`config.mk`:
```
export PLATFORM = sky130hd
export DESIGN_NAME = pll_loop_core_flat
export DESIGN_NICKNAME = d
export VERILOG_FILES = /design/src/include/pll_pkg.sv /design/src/include/pll_link_if.sv /design/src/logic/pll_loop_core.sv /design/src/flat_wrapper.sv
export SDC_FILE = /design/constraint.sdc
export NUM_CORES = 1
export LEC_CHECK = 0
export BUFFER_PORTS_ARGS = -buffer_cell sky130_fd_sc_hd__clkbuf_2
export CAP_MARGIN = 20
export CORE_UTILIZATION = 60
export CTS_CLUSTER_SIZE = 24
export DETAILED_ROUTE_END_ITERATION = 10
export GPL_TIMING_DRIVEN = 0
export HOLD_SLACK_MARGIN = 0.03
export MAX_ROUTING_LAYER = met4
export PLACE_DENSITY = 0.8
export SYNTH_ARGS = -nofsm -noshare
export SYNTH_HDL_FRONTEND = slang
export SYNTH_SLANG_ARGS = --single-unit
```
`constraint.sdc`:
```
create_clock -name sys_clk -period 6.7 [get_ports sys_clk]
set_clock_uncertainty 0.1 [all_clocks]
set_input_delay 0.67 -clock sys_clk [delete_from_list [all_inputs] [get_ports sys_clk]]
set_output_delay 0.67 -clock sys_clk [all_outputs]
set_load 0.02 [all_outputs]
```
`src/include/pll_pkg.sv`:
```
/*
 * Shared constants and types for the loop controller and its supervisor.
 * Assumes one 25 MHz system clock, sys_clk, for both ends.
 */
// Behaviour
// - Gate off blocks detector; oscillator drifts slower.
// - Gated loop keeps clocking without lock.
// - Gate driven by user or switchover flags.
// - Reset clears counters, outputs, lock; nominal oscillator.
// - Reset release restarts and reacquires lock.
// - Supervisor pulses reset on every lock loss.
// - Optional automatic self reset after lock loss.
// - Reset provided for reconfiguration or switchover.
// - Reset released only after reference is stable.
// - Lock only when feedback matches phase, frequency.
// - Supervisor uses both reset and lock.
// - Six feedback modes; LVDS only side-placed.
// - High bandwidth never with external feedback.
// - Side-placed external feedback needs single-ended.
// - Zero-delay mode forbids differential clock pins.
// - External mode: multiply counter drives feedback_out.
// - LVDS mode inverts the capture clock.
// - Normal mode compensates the network delay.
// - Source-synchronous aligns to longest input path.
package pll_pkg;

    // ****************************************************************
    // Feedback modes
    // ****************************************************************
    typedef enum logic [2:0] {
        FB_SRC_SYNC = 3'h0,
        FB_NO_COMP  = 3'h1,
        FB_NORMAL   = 3'h2,
        FB_ZDB      = 3'h3,
        FB_EXT      = 3'h4,
        FB_LVDS     = 3'h5
    } fb_mode_e;

    // ****************************************************************
    // Loop model constants
    // ****************************************************************
    localparam logic [7:0] NOM_HALF    = 8'h04;
    localparam logic [7:0] MAX_HALF    = 8'hFF;
    localparam logic [7:0] DRIFT_LAST  = 8'h3F;
    localparam logic [7:0] LOCK_WIN    = 8'h02;
    localparam logic [2:0] LOCK_COUNT  = 3'h4;
    localparam int         SELF_RST_NS = 400;
    localparam int         MIN_RST_NS  = 1000;
    localparam int         CLK_NS      = 40;
    localparam logic [7:0] SELF_RST_CYC = 8'((SELF_RST_NS + CLK_NS - 1) / CLK_NS);
    localparam logic [7:0] MIN_RST_CYC  = 8'((MIN_RST_NS + CLK_NS - 1) / CLK_NS);

    // ****************************************************************
    // Supervisor registers and fields
    // ****************************************************************
    localparam logic [7:0] CTRL_OFS   = 8'h00;
    localparam logic [7:0] STATUS_OFS = 8'h04;
    localparam int F_MODE    = 0;
    localparam int F_HI_BW   = 3;
    localparam int F_SIDE    = 4;
    localparam int F_SE      = 5;
    localparam int F_SELF    = 6;
    localparam int F_GSRC    = 7;
    localparam int F_UGATE   = 9;
    localparam int F_RUN     = 10;
    localparam int S_LOCKED  = 0;
    localparam int S_READY   = 1;
    localparam int S_CFG_ERR = 2;
    localparam int S_REJECT  = 3;
    localparam int S_LOSSES  = 8;
    localparam logic [10:0] CTRL_RESET = 11'h000;

    // Gate sources.
    localparam logic [1:0] GSRC_USER = 2'h0;
    localparam logic [1:0] GSRC_ACT  = 2'h1;
    localparam logic [1:0] GSRC_BAD0 = 2'h2;
    localparam logic [1:0] GSRC_BAD1 = 2'h3;

    // Placement and mode legality, shared by both ends.
    function automatic logic cfg_illegal(input logic [2:0] m, input logic hi_bw,
                                         input logic side, input logic se);
        cfg_illegal = (m > 3'h5) ||
                      (m == FB_LVDS && !side) ||
                      (m == FB_EXT && hi_bw) ||
                      (m == FB_EXT && side && !se) ||
                      (m == FB_ZDB && !se);
    endfunction : cfg_illegal

endpackage : pll_pkg

```
`src/include/pll_link_if.sv`:
```
/*
 * Control link between the loop controller and its supervisor.
 * Assumes both ends run on the same system clock.
 */
`timescale 1ns/1ns
interface pll_link_if;
    import pll_pkg::*;
    logic       pll_reset;
    logic       pfd_enable;
    logic [2:0] mode;
    logic       hi_bw;
    logic       side_lr;
    logic       single_ended;
    logic       self_reset_en;
    logic       locked;
    logic       cfg_err;

    modport dev (input pll_reset, pfd_enable, mode, hi_bw, side_lr, single_ended, self_reset_en,
                 output locked, cfg_err);
    modport sup (output pll_reset, pfd_enable, mode, hi_bw, side_lr, single_ended, self_reset_en,
                 input locked, cfg_err);
endinterface : pll_link_if

```
`src/logic/pll_loop_core.sv`:
```
/*
 * Cycle-level model of the loop: phase detector gate, reset, lock
 * detector, oscillator, feedback counter and feedback mode handling.
 * Assumes the reference and feedback pins are asynchronous to sys_clk
 * and much slower than it.
 */
`timescale 1ns/1ns
module pll_loop_core
(
    // Clock and reset
    input  wire logic          sys_clk,
    input  wire logic          rst_n,
    // Supervisor link
    pll_link_if.dev            link,
    // Pins
    input  wire logic          ref_clk_pin,
    input  wire logic          fb_in_pin,
    // Compensation and division settings
    input  wire logic [2:0]    net_delay,
    input  wire logic [11:0]   path_delay,
    input  wire logic [3:0]    fb_div,
    // Clock outputs and feedback output enable
    output logic               core_clk_q,
    output logic               external_clock_output_q,
    output logic               feedback_out_q,
    output logic               feedback_out_oe_q
);
    import pll_pkg::*;

    // ****************************************************************
    // Pin synchronisers
    // ****************************************************************
    logic [2:0] ref_s_q, fbi_s_q;
    logic       ref_l_q, ref_p_q, fbi_l_q, fbi_p_q;

    // A level is taken only when the second and third stages agree.
    always_ff @(posedge sys_clk)
    begin
        ref_s_q <= {ref_s_q[1:0], ref_clk_pin};
        fbi_s_q <= {fbi_s_q[1:0], fb_in_pin};
        ref_l_q <= (ref_s_q[1] == ref_s_q[2]) ? ref_s_q[2] : ref_l_q;
        fbi_l_q <= (fbi_s_q[1] == fbi_s_q[2]) ? fbi_s_q[2] : fbi_l_q;
        ref_p_q <= ref_l_q;
        fbi_p_q <= fbi_l_q;
    end

    // ****************************************************************
    // Configuration check and loop reset
    // ****************************************************************
    logic [7:0] self_cnt_q;
    wire  fb_mode_e mode = fb_mode_e'(link.mode);
    wire  cfg_bad  = cfg_illegal(link.mode, link.hi_bw, link.side_lr, link.single_ended);
    wire  loop_rst = !rst_n || link.pll_reset || cfg_bad || (self_cnt_q != 8'h00);
    wire  pfd_en   = link.pfd_enable;

    // ****************************************************************
    // Compensation delay per mode
    // ****************************************************************
    wire [2:0] pd0 = path_delay[2:0];
    wire [2:0] pd1 = path_delay[5:3];
    wire [2:0] pd2 = path_delay[8:6];
    wire [2:0] pd3 = path_delay[11:9];
    wire [2:0] m01 = (pd0 > pd1) ? pd0 : pd1;
    wire [2:0] m23 = (pd2 > pd3) ? pd2 : pd3;
    wire [2:0] pmax = (m01 > m23) ? m01 : m23;
    // Delaying the internal feedback makes the outputs lead by the same amount.
    wire [2:0] comp = (mode == FB_SRC_SYNC) ? pmax :
                      (mode == FB_NORMAL || mode == FB_LVDS) ? net_delay : 3'h0;
    wire       ext_fb = (mode == FB_EXT);

    // ****************************************************************
    // Oscillator and feedback counter
    // ****************************************************************
    logic [7:0] half_q, osc_cnt_q, drift_q;
    logic       osc_q;
    logic [3:0] mcnt_q;
    logic [8:0] fb_hist_q;
    wire  [3:0] m_eff    = (fb_div == 4'h0) ? 4'h1 : fb_div;
    wire        osc_tick = (osc_cnt_q >= half_q - 8'h01);
    wire        osc_rise = osc_tick && !osc_q;
    wire        m_last   = (mcnt_q >= m_eff - 4'h1);
    wire  [3:0] tap      = {1'b0, comp};
    wire  [3:0] tap1     = tap + 4'h1;

    // Feedback event: pin in external mode, compensated internal edge otherwise.
    wire ref_ev = ref_l_q && !ref_p_q;
    wire fb_ev  = ext_fb ? (fbi_l_q && !fbi_p_q)
                         : (fb_hist_q[tap] && !fb_hist_q[tap1]);

    // The oscillator free-runs whatever the detector does.
    always_ff @(posedge sys_clk)
    begin
        if (loop_rst)
        begin
            osc_cnt_q <= 8'h00;
            osc_q     <= 1'b0;
            mcnt_q    <= 4'h0;
            feedback_out_q <= 1'b0;
            fb_hist_q <= 9'h000;
        end
        else
        begin
            osc_cnt_q <= osc_tick ? 8'h00 : osc_cnt_q + 8'h01;
            osc_q     <= osc_tick ? !osc_q : osc_q;
            mcnt_q    <= !osc_rise ? mcnt_q : (m_last ? 4'h0 : mcnt_q + 4'h1);
            feedback_out_q <= (osc_rise && m_last) ? !feedback_out_q : feedback_out_q;
            fb_hist_q <= {fb_hist_q[7:0], feedback_out_q};
        end
    end

    // ****************************************************************
    // Phase detector
    // ****************************************************************
    logic       ref_pend_q, fb_pend_q, locked_q;
    logic [7:0] gap_q;
    logic [2:0] good_q;
    wire both     = ref_ev && fb_ev;
    wire ref_only = ref_ev && !fb_ev;
    wire fb_only  = fb_ev && !ref_ev;
    wire pair_ref = ref_only && fb_pend_q;   // Feedback edge came first.
    wire pair_fb  = fb_only && ref_pend_q;   // Reference edge came first.
    wire near     = (gap_q <= LOCK_WIN);
    wire twice    = (ref_only && ref_pend_q) || (fb_only && fb_pend_q);
    wire hit      = both || ((pair_ref || pair_fb) && near);
    wire miss     = twice || ((pair_ref || pair_fb) && !near);
    wire speed_up = pfd_en && ((ref_only && ref_pend_q) || (pair_fb && !near));
    wire slow_dn  = pfd_en && ((fb_only && fb_pend_q) || (pair_ref && !near));
    wire drift    = !pfd_en && (drift_q == DRIFT_LAST) && (half_q < MAX_HALF);
    wire lol      = locked_q && miss;

    // A single shortened or lengthened half period per detector decision.
    wire [7:0] half_d = (speed_up && half_q > 8'h01) ? half_q - 8'h01 :
                        ((slow_dn || drift) && half_q < MAX_HALF) ? half_q + 8'h01 : half_q;

    always_ff @(posedge sys_clk)
    begin
        if (loop_rst)
        begin
            half_q     <= NOM_HALF;
            drift_q    <= 8'h00;
            ref_pend_q <= 1'b0;
            fb_pend_q  <= 1'b0;
            gap_q      <= 8'h00;
        end
        else
        begin
            half_q     <= half_d;
            drift_q    <= drift_q + 8'h01;
            ref_pend_q <= both ? 1'b0 : ref_ev ? !fb_pend_q : fb_ev ? 1'b0 : ref_pend_q;
            fb_pend_q  <= both ? 1'b0 : fb_ev ? !ref_pend_q : ref_ev ? 1'b0 : fb_pend_q;
            gap_q      <= (ref_ev || fb_ev) ? 8'h00 : (gap_q == 8'hFF ? gap_q : gap_q + 8'h01);
        end
    end

    // ****************************************************************
    // Lock detector and self reset
    // ****************************************************************
    // Lock needs several consecutive aligned edge pairs, so a frequency
    // match with a phase offset beyond LOCK_WIN never reports lock.
    always_ff @(posedge sys_clk)
    begin
        if (loop_rst)
        begin
            good_q   <= 3'h0;
            locked_q <= 1'b0;
        end
        else
        begin
            good_q   <= miss ? 3'h0 : (hit && good_q != LOCK_COUNT) ? good_q + 3'h1 : good_q;
            locked_q <= miss ? 1'b0 : (hit && good_q >= LOCK_COUNT - 3'h1) ? 1'b1 : locked_q;
        end
    end

    // The self reset counter keeps the loop in reset until it counts back down to zero.
    always_ff @(posedge sys_clk)
    begin
        if (!rst_n)
            self_cnt_q <= 8'h00;
        else if (lol && link.self_reset_en && !link.pll_reset && !cfg_bad)
            self_cnt_q <= SELF_RST_CYC;
        else if (self_cnt_q != 8'h00)
            self_cnt_q <= self_cnt_q - 8'h01;
    end

    // ****************************************************************
    // Registered outputs
    // ****************************************************************
    logic err_q;
    always_ff @(posedge sys_clk)
    begin
        if (!rst_n)
        begin
            core_clk_q              <= 1'b0;
            external_clock_output_q <= 1'b0;
            feedback_out_oe_q       <= 1'b0;
            err_q                   <= 1'b0;
        end
        else
        begin
            core_clk_q              <= !loop_rst && (osc_q ^ (mode == FB_LVDS));
            external_clock_output_q <= !loop_rst && osc_q;
            feedback_out_oe_q       <= !cfg_bad && (mode == FB_EXT || mode == FB_ZDB);
            err_q                   <= cfg_bad;
        end
    end

    assign link.locked  = locked_q;
    assign link.cfg_err = err_q;

endmodule : pll_loop_core

```
`src/flat_wrapper.sv`:
```
// flat-port wrapper written by rule: the top's interface ports become plain ports
module pll_loop_core_flat import pll_pkg::*;
  (sys_clk, rst_n, ref_clk_pin, fb_in_pin, net_delay, path_delay, fb_div, core_clk_q, external_clock_output_q, feedback_out_q, feedback_out_oe_q, link_pll_reset, link_pfd_enable, link_mode, link_hi_bw, link_side_lr, link_single_ended, link_self_reset_en, link_locked, link_cfg_err);
  pll_link_if link_i ();
  input  wire logic sys_clk;
  input  wire logic rst_n;
  input  wire logic ref_clk_pin;
  input  wire logic fb_in_pin;
  input  wire logic [2:0] net_delay;
  input  wire logic [11:0] path_delay;
  input  wire logic [3:0] fb_div;
  output logic core_clk_q;
  output logic external_clock_output_q;
  output logic feedback_out_q;
  output logic feedback_out_oe_q;
  input wire logic [$bits(link_i.pll_reset)-1:0] link_pll_reset;
  input wire logic [$bits(link_i.pfd_enable)-1:0] link_pfd_enable;
  input wire logic [$bits(link_i.mode)-1:0] link_mode;
  input wire logic [$bits(link_i.hi_bw)-1:0] link_hi_bw;
  input wire logic [$bits(link_i.side_lr)-1:0] link_side_lr;
  input wire logic [$bits(link_i.single_ended)-1:0] link_single_ended;
  input wire logic [$bits(link_i.self_reset_en)-1:0] link_self_reset_en;
  output wire logic [$bits(link_i.locked)-1:0] link_locked;
  output wire logic [$bits(link_i.cfg_err)-1:0] link_cfg_err;
  assign link_i.pll_reset = link_pll_reset;
  assign link_i.pfd_enable = link_pfd_enable;
  assign link_i.mode = link_mode;
  assign link_i.hi_bw = link_hi_bw;
  assign link_i.side_lr = link_side_lr;
  assign link_i.single_ended = link_single_ended;
  assign link_i.self_reset_en = link_self_reset_en;
  assign link_locked = link_i.locked;
  assign link_cfg_err = link_i.cfg_err;
  pll_loop_core u_core (.sys_clk(sys_clk), .rst_n(rst_n), .link(link_i), .ref_clk_pin(ref_clk_pin), .fb_in_pin(fb_in_pin), .net_delay(net_delay), .path_delay(path_delay), .fb_div(fb_div), .core_clk_q(core_clk_q), .external_clock_output_q(external_clock_output_q), .feedback_out_q(feedback_out_q), .feedback_out_oe_q(feedback_out_oe_q));
endmodule
```
==> qor.csv, run 1 <==
metric,value,unit
vias in the first global route,3356,
post-CTS setup buffers,0,
Mapped Nets,567,
global route overflow,0,
Multi-input gate area,2740,µm²
WL/cell,12.7,µm
first-pass GRT wire length,14300,µm
Hold Startpoint,u_core.ref_s_q[0]$_DFF_P_,
post-CTS sizing,0,
Pins Over Slew Limit,0,
GRT Total Usage,24.5,%
Worst setup SP type,input port,
largest cells by area after synthesis,"dfxtp_1 33%, ha_1 10%, nor2_1 5.4%",
CTS Sinks,75,
FF+latch area,1520,µm²
core outline area,6940,µm²
worst vdd ir,0.249,mV
placed cells,632,
Fmax achieved,0.171,GHz
Critical R2R Launch,u_core.half_q[0]$_SDFFE_PP0P_,
Pleak,2.04,nW
layout cells sized above 1,13.2,%
most frequent cell after synthesis,dfxtp_1,
hold depth,0,
Max Cap Violations,0,
Fillers,572,
Synth top area share,33.3,%
# IOs,38,
CTS tree,done,
Crit. End Element,flop,
Clock Pin Slew Worst Setup and Hold Paths,0.09,ns
biggest area consumer among synthesized cells,dfxtp_1,
Area Overhead vs Synth,12.1,%
drt first pass iters,4,
Post-DP HPWL,6290,µm
RSZ-0062 raised after global routing,no,
critical setup path kind,input port to flop,
Final Hold Slack,0.238,ns
drt first-iter violations,125,
GPL Wtd Cong,0.894,
number of synthesized flops with an enable pin,2,
antenna violations before repair,0,
status,completed,
Tot Pwr,1.10,mW
Critical Path RT,6.84,ns
GRT met1 Usage,28.1,%
Initial Util,63.2,%
worst endpoint data arrival time,5.98,ns
"flops & latches, synth",75,
number of hold buffers added after cts,0,
Max H-tree Level,3,
via-per-instance ratio,5.46,
Period minus WS final,5.84,ns
crit path max fanout,6,
syn_area_per_cell,8.78,µm²
total CTS buffers,9,
Mapped Area,4390,µm²
sequential-to-total area share from yosys stat,34.7,%
endpoints failing setup,0,
setup total negative slack,0,ns
diode count,0,
Root Driver,clkbuf_8,
IO Port Bufs,36,
die height,87.5,µm
M2 GR Usage,41.6,%
top_reg_cell synth,dfxtp_1,
Final #Nets,615,
Skew-Pair Late Insertion Delay,0.36,ns
r2r setup slk,3.43,ns
Post-synth ARST share,0,%
WL final,8270,µm
die width,87.5,µm
cells after synthesis,500,
DRC Markers,0,
GRT busiest layer,met2,
final hold vios,0,
Yosys Warn Count,0,
reg2reg end,u_core.mcnt_q[3]$_SDFFE_PP0P_,
"Cell Count, Final, Fillers Out",649,
Site Rows,30,
Hold Crit Class,flop to flop,
pin count of the biggest net entering global routing,17,
Slew @ Worst Pin,0.929,ns
DR vias,3541,
Hold EP,u_core.ref_s_q[1]$_DFF_P_,
Synth cell types,65,
FF-to-FF path depth,15,
"top cells by count, synth","73 x dfxtp_1, 63 x nor2_1, 37 x nand2_1",
DIE AREA,7660,µm²
clock buffer depth,2,
final worst-path cycle share,87.2,%
Max-slew headroom,37.6,%
Antenna Nets Post-Route,0,
Power Density,223,nW/µm²
global-route met3 utilization,5.94,%
cell usage in the layout (no fill, tap or decap), types with 18 or more instances in the layout:
cell / netlist / layout
dfxtp_1: 73 / 73
nand3_1: 26 / 26
clkbuf_2: 0 / 36
inv_1: 23 / 23
nor3_1: 19 / 19
xnor2_1: 25 / 25
mux2i_1: 18 / 18
nand2_1: 37 / 37
ha_1: 35 / 35
nor2_1: 63 / 63
worst max-delay path by stage:
| stage | endpoint | start | slack [ns] | depth (start not counted) |
|---|---|---|---|---|
| after global placement | u_core.half_q[3]$_SDFFE_PP0P_ | path_delay[5] | 0.74 | 25 |
| final | u_core.half_q[3]$_SDFFE_PP0P_ | path_delay[5] | 0.86 | 25 |
| after detailed placement | u_core.half_q[3]$_SDFFE_PP0P_ | path_delay[5] | 0.50 | 25 |
| after floorplan | u_core.half_q[3]$_SDFFE_PP0P_ | path_delay[5] | 1.23 | 24 |
| after CTS | u_core.half_q[3]$_SDFFE_PP0P_ | path_delay[5] | 0.87 | 25 |
| after global routing | u_core.half_q[3]$_SDFFE_PP0P_ | path_delay[5] | 0.58 | 25 |
sequential cells by signal, indices dropped and copies added, names as in the netlist, 3 cells and up:
name and flops:
u_core.fb_hist_q 9, u_core.drift_q 8, u_core.gap_q 8, u_core.half_q 8
u_core.osc_cnt_q 8, u_core.self_cnt_q 8, u_core.mcnt_q 4, u_core.fbi_s_q 3
u_core.good_q 3, u_core.ref_s_q 3
worst max-delay path: stages:
cell	delay, ns
clkbuf_2	0.09
inv_1	0.04
ha_1	0.30
nand2_1	0.06
o21ai_1	0.25
mux2i_1	0.43
inv_1	0.09
ha_1	0.33
and3_1	0.19
a21oi_1	0.19
and2b_1	0.24
a22oi_4	0.16
nand2_1	0.18
ha_1	0.33
clkbuf_1	0.30
nor2b_1	0.10
a221oi_2	0.22
and4b_1	0.23
a41oi_1	0.25
or4b_1	0.46
nand3b_1	0.18
a21oi_1	0.16
o32a_1	0.33
xor2_1	0.15
nor2_1	0.06
layer usage:
metal | up-vias | share of wire (%)
li1 | 1855 | -
met1 | 1623 | 48
met2 | 52 | 48
met3 | 11 | 3.2
met4 | 0 | 1.4
met5 | - | 0
where the power goes:
group          total (mW)  internal (mW)  switching [mW]
sequential          0.494          0.475          0.0190
clock               0.373          0.183           0.190
combinational       0.229          0.105           0.124
total                1.10          0.762           0.334
cell families (layout without fill, tap and decap cells):
logic type      count (synthesis)  after routing  synth area share [%]
xor+xnor                       42             42                  8.55
flops                          75             75                  34.7
fa+ha+maj                      35             35                  9.98
buf+inv                        34             87                  2.91
simple gates                  215            215                  24.9
compound gates                 76             76                  13.3
mux                            23             23                  5.67
final cells by class:
class                   instances  area share (%)
multi-input cells             391            55.7
flip-flops and latches         75            30.9
repair buffers                 37            3.92
clock buffers                   9            2.52
well taps                      96            2.44
clock inverters                 7            1.93
inverters                      23            1.75
plain buffers                  11           0.839
per-stage QoR:
stage | instance area [µm²] | setup slack [ns] | utilization, %
finish | 4920 | 0.856 | 70.9
global route | 4920 | 0.581 | 70.9
CTS | 4910 | 0.865 | 70.7
detailed placement | 4690 | 0.498 | 67.5
global placement | 4690 | 0.743 | 67.5
floorplan | 4390 | 1.23 | -
No activity file was read; power rests on OpenSTA's default activity.
==> run 2, diff against run 1 <==
- CORE_UTILIZATION: 60 -> 54
- PLACE_DENSITY: 0.8 -> not set
- PLACE_DENSITY_LB_ADDON: not set -> 0.15
==> run 2 against run 1 <==
- combinational power about the same
- highest routed layer unchanged
- largest power group unchanged
- die area is 11% higher
- clock-buffer cell count is the same
- sequential power about the same
==> qor.csv, run 2 (synthesis results as in run 1) <==
metric,value,unit,change
core outline area,7810,µm²,+12%
via-per-instance ratio,5.38,,-1.4%
setup total negative slack,0,ns,unchanged
global route overflow,0,,unchanged
Critical R2R Launch,u_core.self_cnt_q[0]$_SDFFE_PP0P_,,
post-CTS setup buffers,0,,unchanged
Worst setup SP type,input port,,
post-CTS sizing,0,,unchanged
# IOs,38,,unchanged
die width,92.2,µm,+5.3%
first-pass GRT wire length,14900,µm,+4.3%
Worst Path Buf+Inv,4,,unchanged
Antenna Nets Post-Route,0,,unchanged
CP peak stage delay,0.52,ns,+0.06 ns
layout cells sized above 1,13.2,%,unchanged
CTS tree,done,,
WL/cell,12.9,µm,+0.81%
Critical Path RT,6.84,ns,about the same
GPL Wtd Cong,0.868,,-3.0%
worst vdd ir,0.132,mV,-47%
status,completed,,
Period minus WS final,5.85,ns,+0.00457 ns
"commonest non-fill, non-tap cell in the layout",dfxtp_1,,
Max-slew headroom,41.9,%,+4.2 points
Pins Over Slew Limit,0,,unchanged
Max Cap Violations,0,,unchanged
worst endpoint data arrival time,5.99,ns,about the same
crit path max fanout,8,,+2
clock buffer depth,2,,unchanged
number of hold buffers added after cts,0,,unchanged
Clock Pin Slew Worst Setup and Hold Paths,0.09,ns,about the same
reg2reg end,u_core.gap_q[1]$_SDFFE_PP0P_,,
placed cells,638,,+0.95%
final worst-path cycle share,87.3,%,about the same
critical setup path kind,input port to flop,,
Pleak,2.02,nW,-0.82%
max FFs per register,9,,unchanged
Power Density,214,nW/µm²,-3.8%
pin count of the biggest net entering global routing,16,,-1
Fillers,699,,+22%
Biggest register,u_core.fb_hist_q,,
Placement Setup Slack,0.518,ns,+0.0205 ns
r2r setup slk,3.42,ns,about the same
Tot Pwr,1.05,mW,-4.4%
antenna violations before repair,0,,unchanged
FF+latch area,1520,µm²,unchanged
Slew @ Worst Pin,0.865,ns,-0.0632 ns
"Cell Count, Final, Fillers Out",655,,+0.92%
Fmax achieved,0.171,GHz,about the same
die height,92.2,µm,+5.3%
Hold Crit Class,flop to flop,,
WL final,8420,µm,+1.7%
Site Rows,32,,+6.7%
Final #Nets,615,,unchanged
Final Hold Slack,0.253,ns,+0.0157 ns
most frequent CP cell,mux2i_1,,
setup ws final,0.852,ns,-0.00457 ns
DIE AREA,8490,µm²,+11%
Crit. End Element,flop,,
GRT Total Usage,22.3,%,-2.2 points
worst setup path endpoint,u_core.half_q[2]$_SDFFE_PP1P_,,
CP Cell Sequence,clkbuf_2 -> inv_1 -> ha_1 -> nand2_1 -> o21ai_1 -> mux2i_1 -> inv_1 -> ha_1 -> and3_1 -> a21oi_1 -> and2b_1 -> a22oi_4 -> nand2_1 -> ha_1 -> clkbuf_1 -> mux2i_1 -> mux2i_1 -> a41oi_1 -> and2_4 -> a21oi_2 -> mux2i_2 -> mux2i_1 -> xnor2_1 -> nand2_1,,
Root Driver,clkbuf_8,,
Stages on worst setup path,24,,-4.0%
Area Overhead vs Synth,11.4,%,
Critical-path top delay cell,mux2i_2,,
RSZ-0062 raised after global routing,no,,
drt first pass iters,4,,unchanged
CTS Sinks,75,,unchanged
total CTS buffers,9,,unchanged
IO Port Bufs,36,,unchanged
Max H-tree Level,3,,unchanged
FF-to-FF path depth,9,,-6
final hold vios,0,,unchanged
diode count,0,,unchanged
DR vias,3525,,-0.45%
CP startpoint,path_delay[5],,
endpoints failing setup,0,,unchanged
Post-DP HPWL,6410,µm,+1.9%
vias in the first global route,3454,,+2.9%
drt first-iter violations,106,,-15%
Top delay family on crit path,multiplexers,,
Multi-input gate area,2740,µm²,unchanged
Initial Util,56.2,%,-7.0 points
most frequent cells in the layout,"73 x dfxtp_1, 63 x nor2_1, 37 x nand2_1",,
Skew-Pair Late Insertion Delay,0.35,ns,about the same
DRC Markers,0,,unchanged
run 2: cell count changes in the layout (fill, tap and decap cells not counted), sizes merged:
cell / delta
clkinvlp: +1
bufinv: -1
clkinv: -1
inv: +1
run 2: worst min-delay path by stage:
stage,start,to,slack [ns],depth (start not counted)
2_1_floorplan,u_core.fbi_s_q[0]$_DFF_P_,u_core.fbi_s_q[1]$_DFF_P_,0.21,0
4_1_cts,u_core.fbi_s_q[0]$_DFF_P_,u_core.fbi_s_q[1]$_DFF_P_,0.25,0
3_5_place_dp,u_core.ref_s_q[0]$_DFF_P_,u_core.ref_s_q[1]$_DFF_P_,0.23,0
3_3_place_gp,u_core.ref_s_q[0]$_DFF_P_,u_core.ref_s_q[1]$_DFF_P_,0.22,0
6_report,u_core.fbi_s_q[0]$_DFF_P_,u_core.fbi_s_q[1]$_DFF_P_,0.25,0
5_1_grt,u_core.fbi_s_q[1]$_DFF_P_,u_core.fbi_s_q[2]$_DFF_P_,0.26,0
run 2: final cells by class:
type,count,share of cell area (%)
plain buffers,11,0.844
clock buffers,9,2.53
inverters,23,1.77
multi-input cells,391,56.0
flip-flops and latches,75,31.1
clock inverters,7,1.18
repair buffers,37,3.94
well taps,102,2.61
run 2: stage by stage:
stage	util [%]	cell area, µm²
floorplan	-	4390
global placement	60.2	4700
detailed placement	60.2	4700
CTS	62.5	4880
global route	62.6	4890
finish	62.6	4890
run 2: per-layer routing:
layer | track usage, % | up-vias | part of all wire [%]
met3 | 5.56 | 12 | 2.7
met4 | 5.47 | 0 | 1.2
li1 | - | 1845 | -
met2 | 37.8 | 51 | 48
met5 | - | - | 0
met1 | 26.6 | 1617 | 48
run 2: power breakdown:
part           switching, mW  total (mW)  internal (mW)  leakage [nW]
logic                  0.125       0.229          0.105          1.31
clock network          0.183       0.324          0.141        0.0938
registers             0.0197       0.495          0.475         0.612
total                  0.327        1.05          0.720          2.02
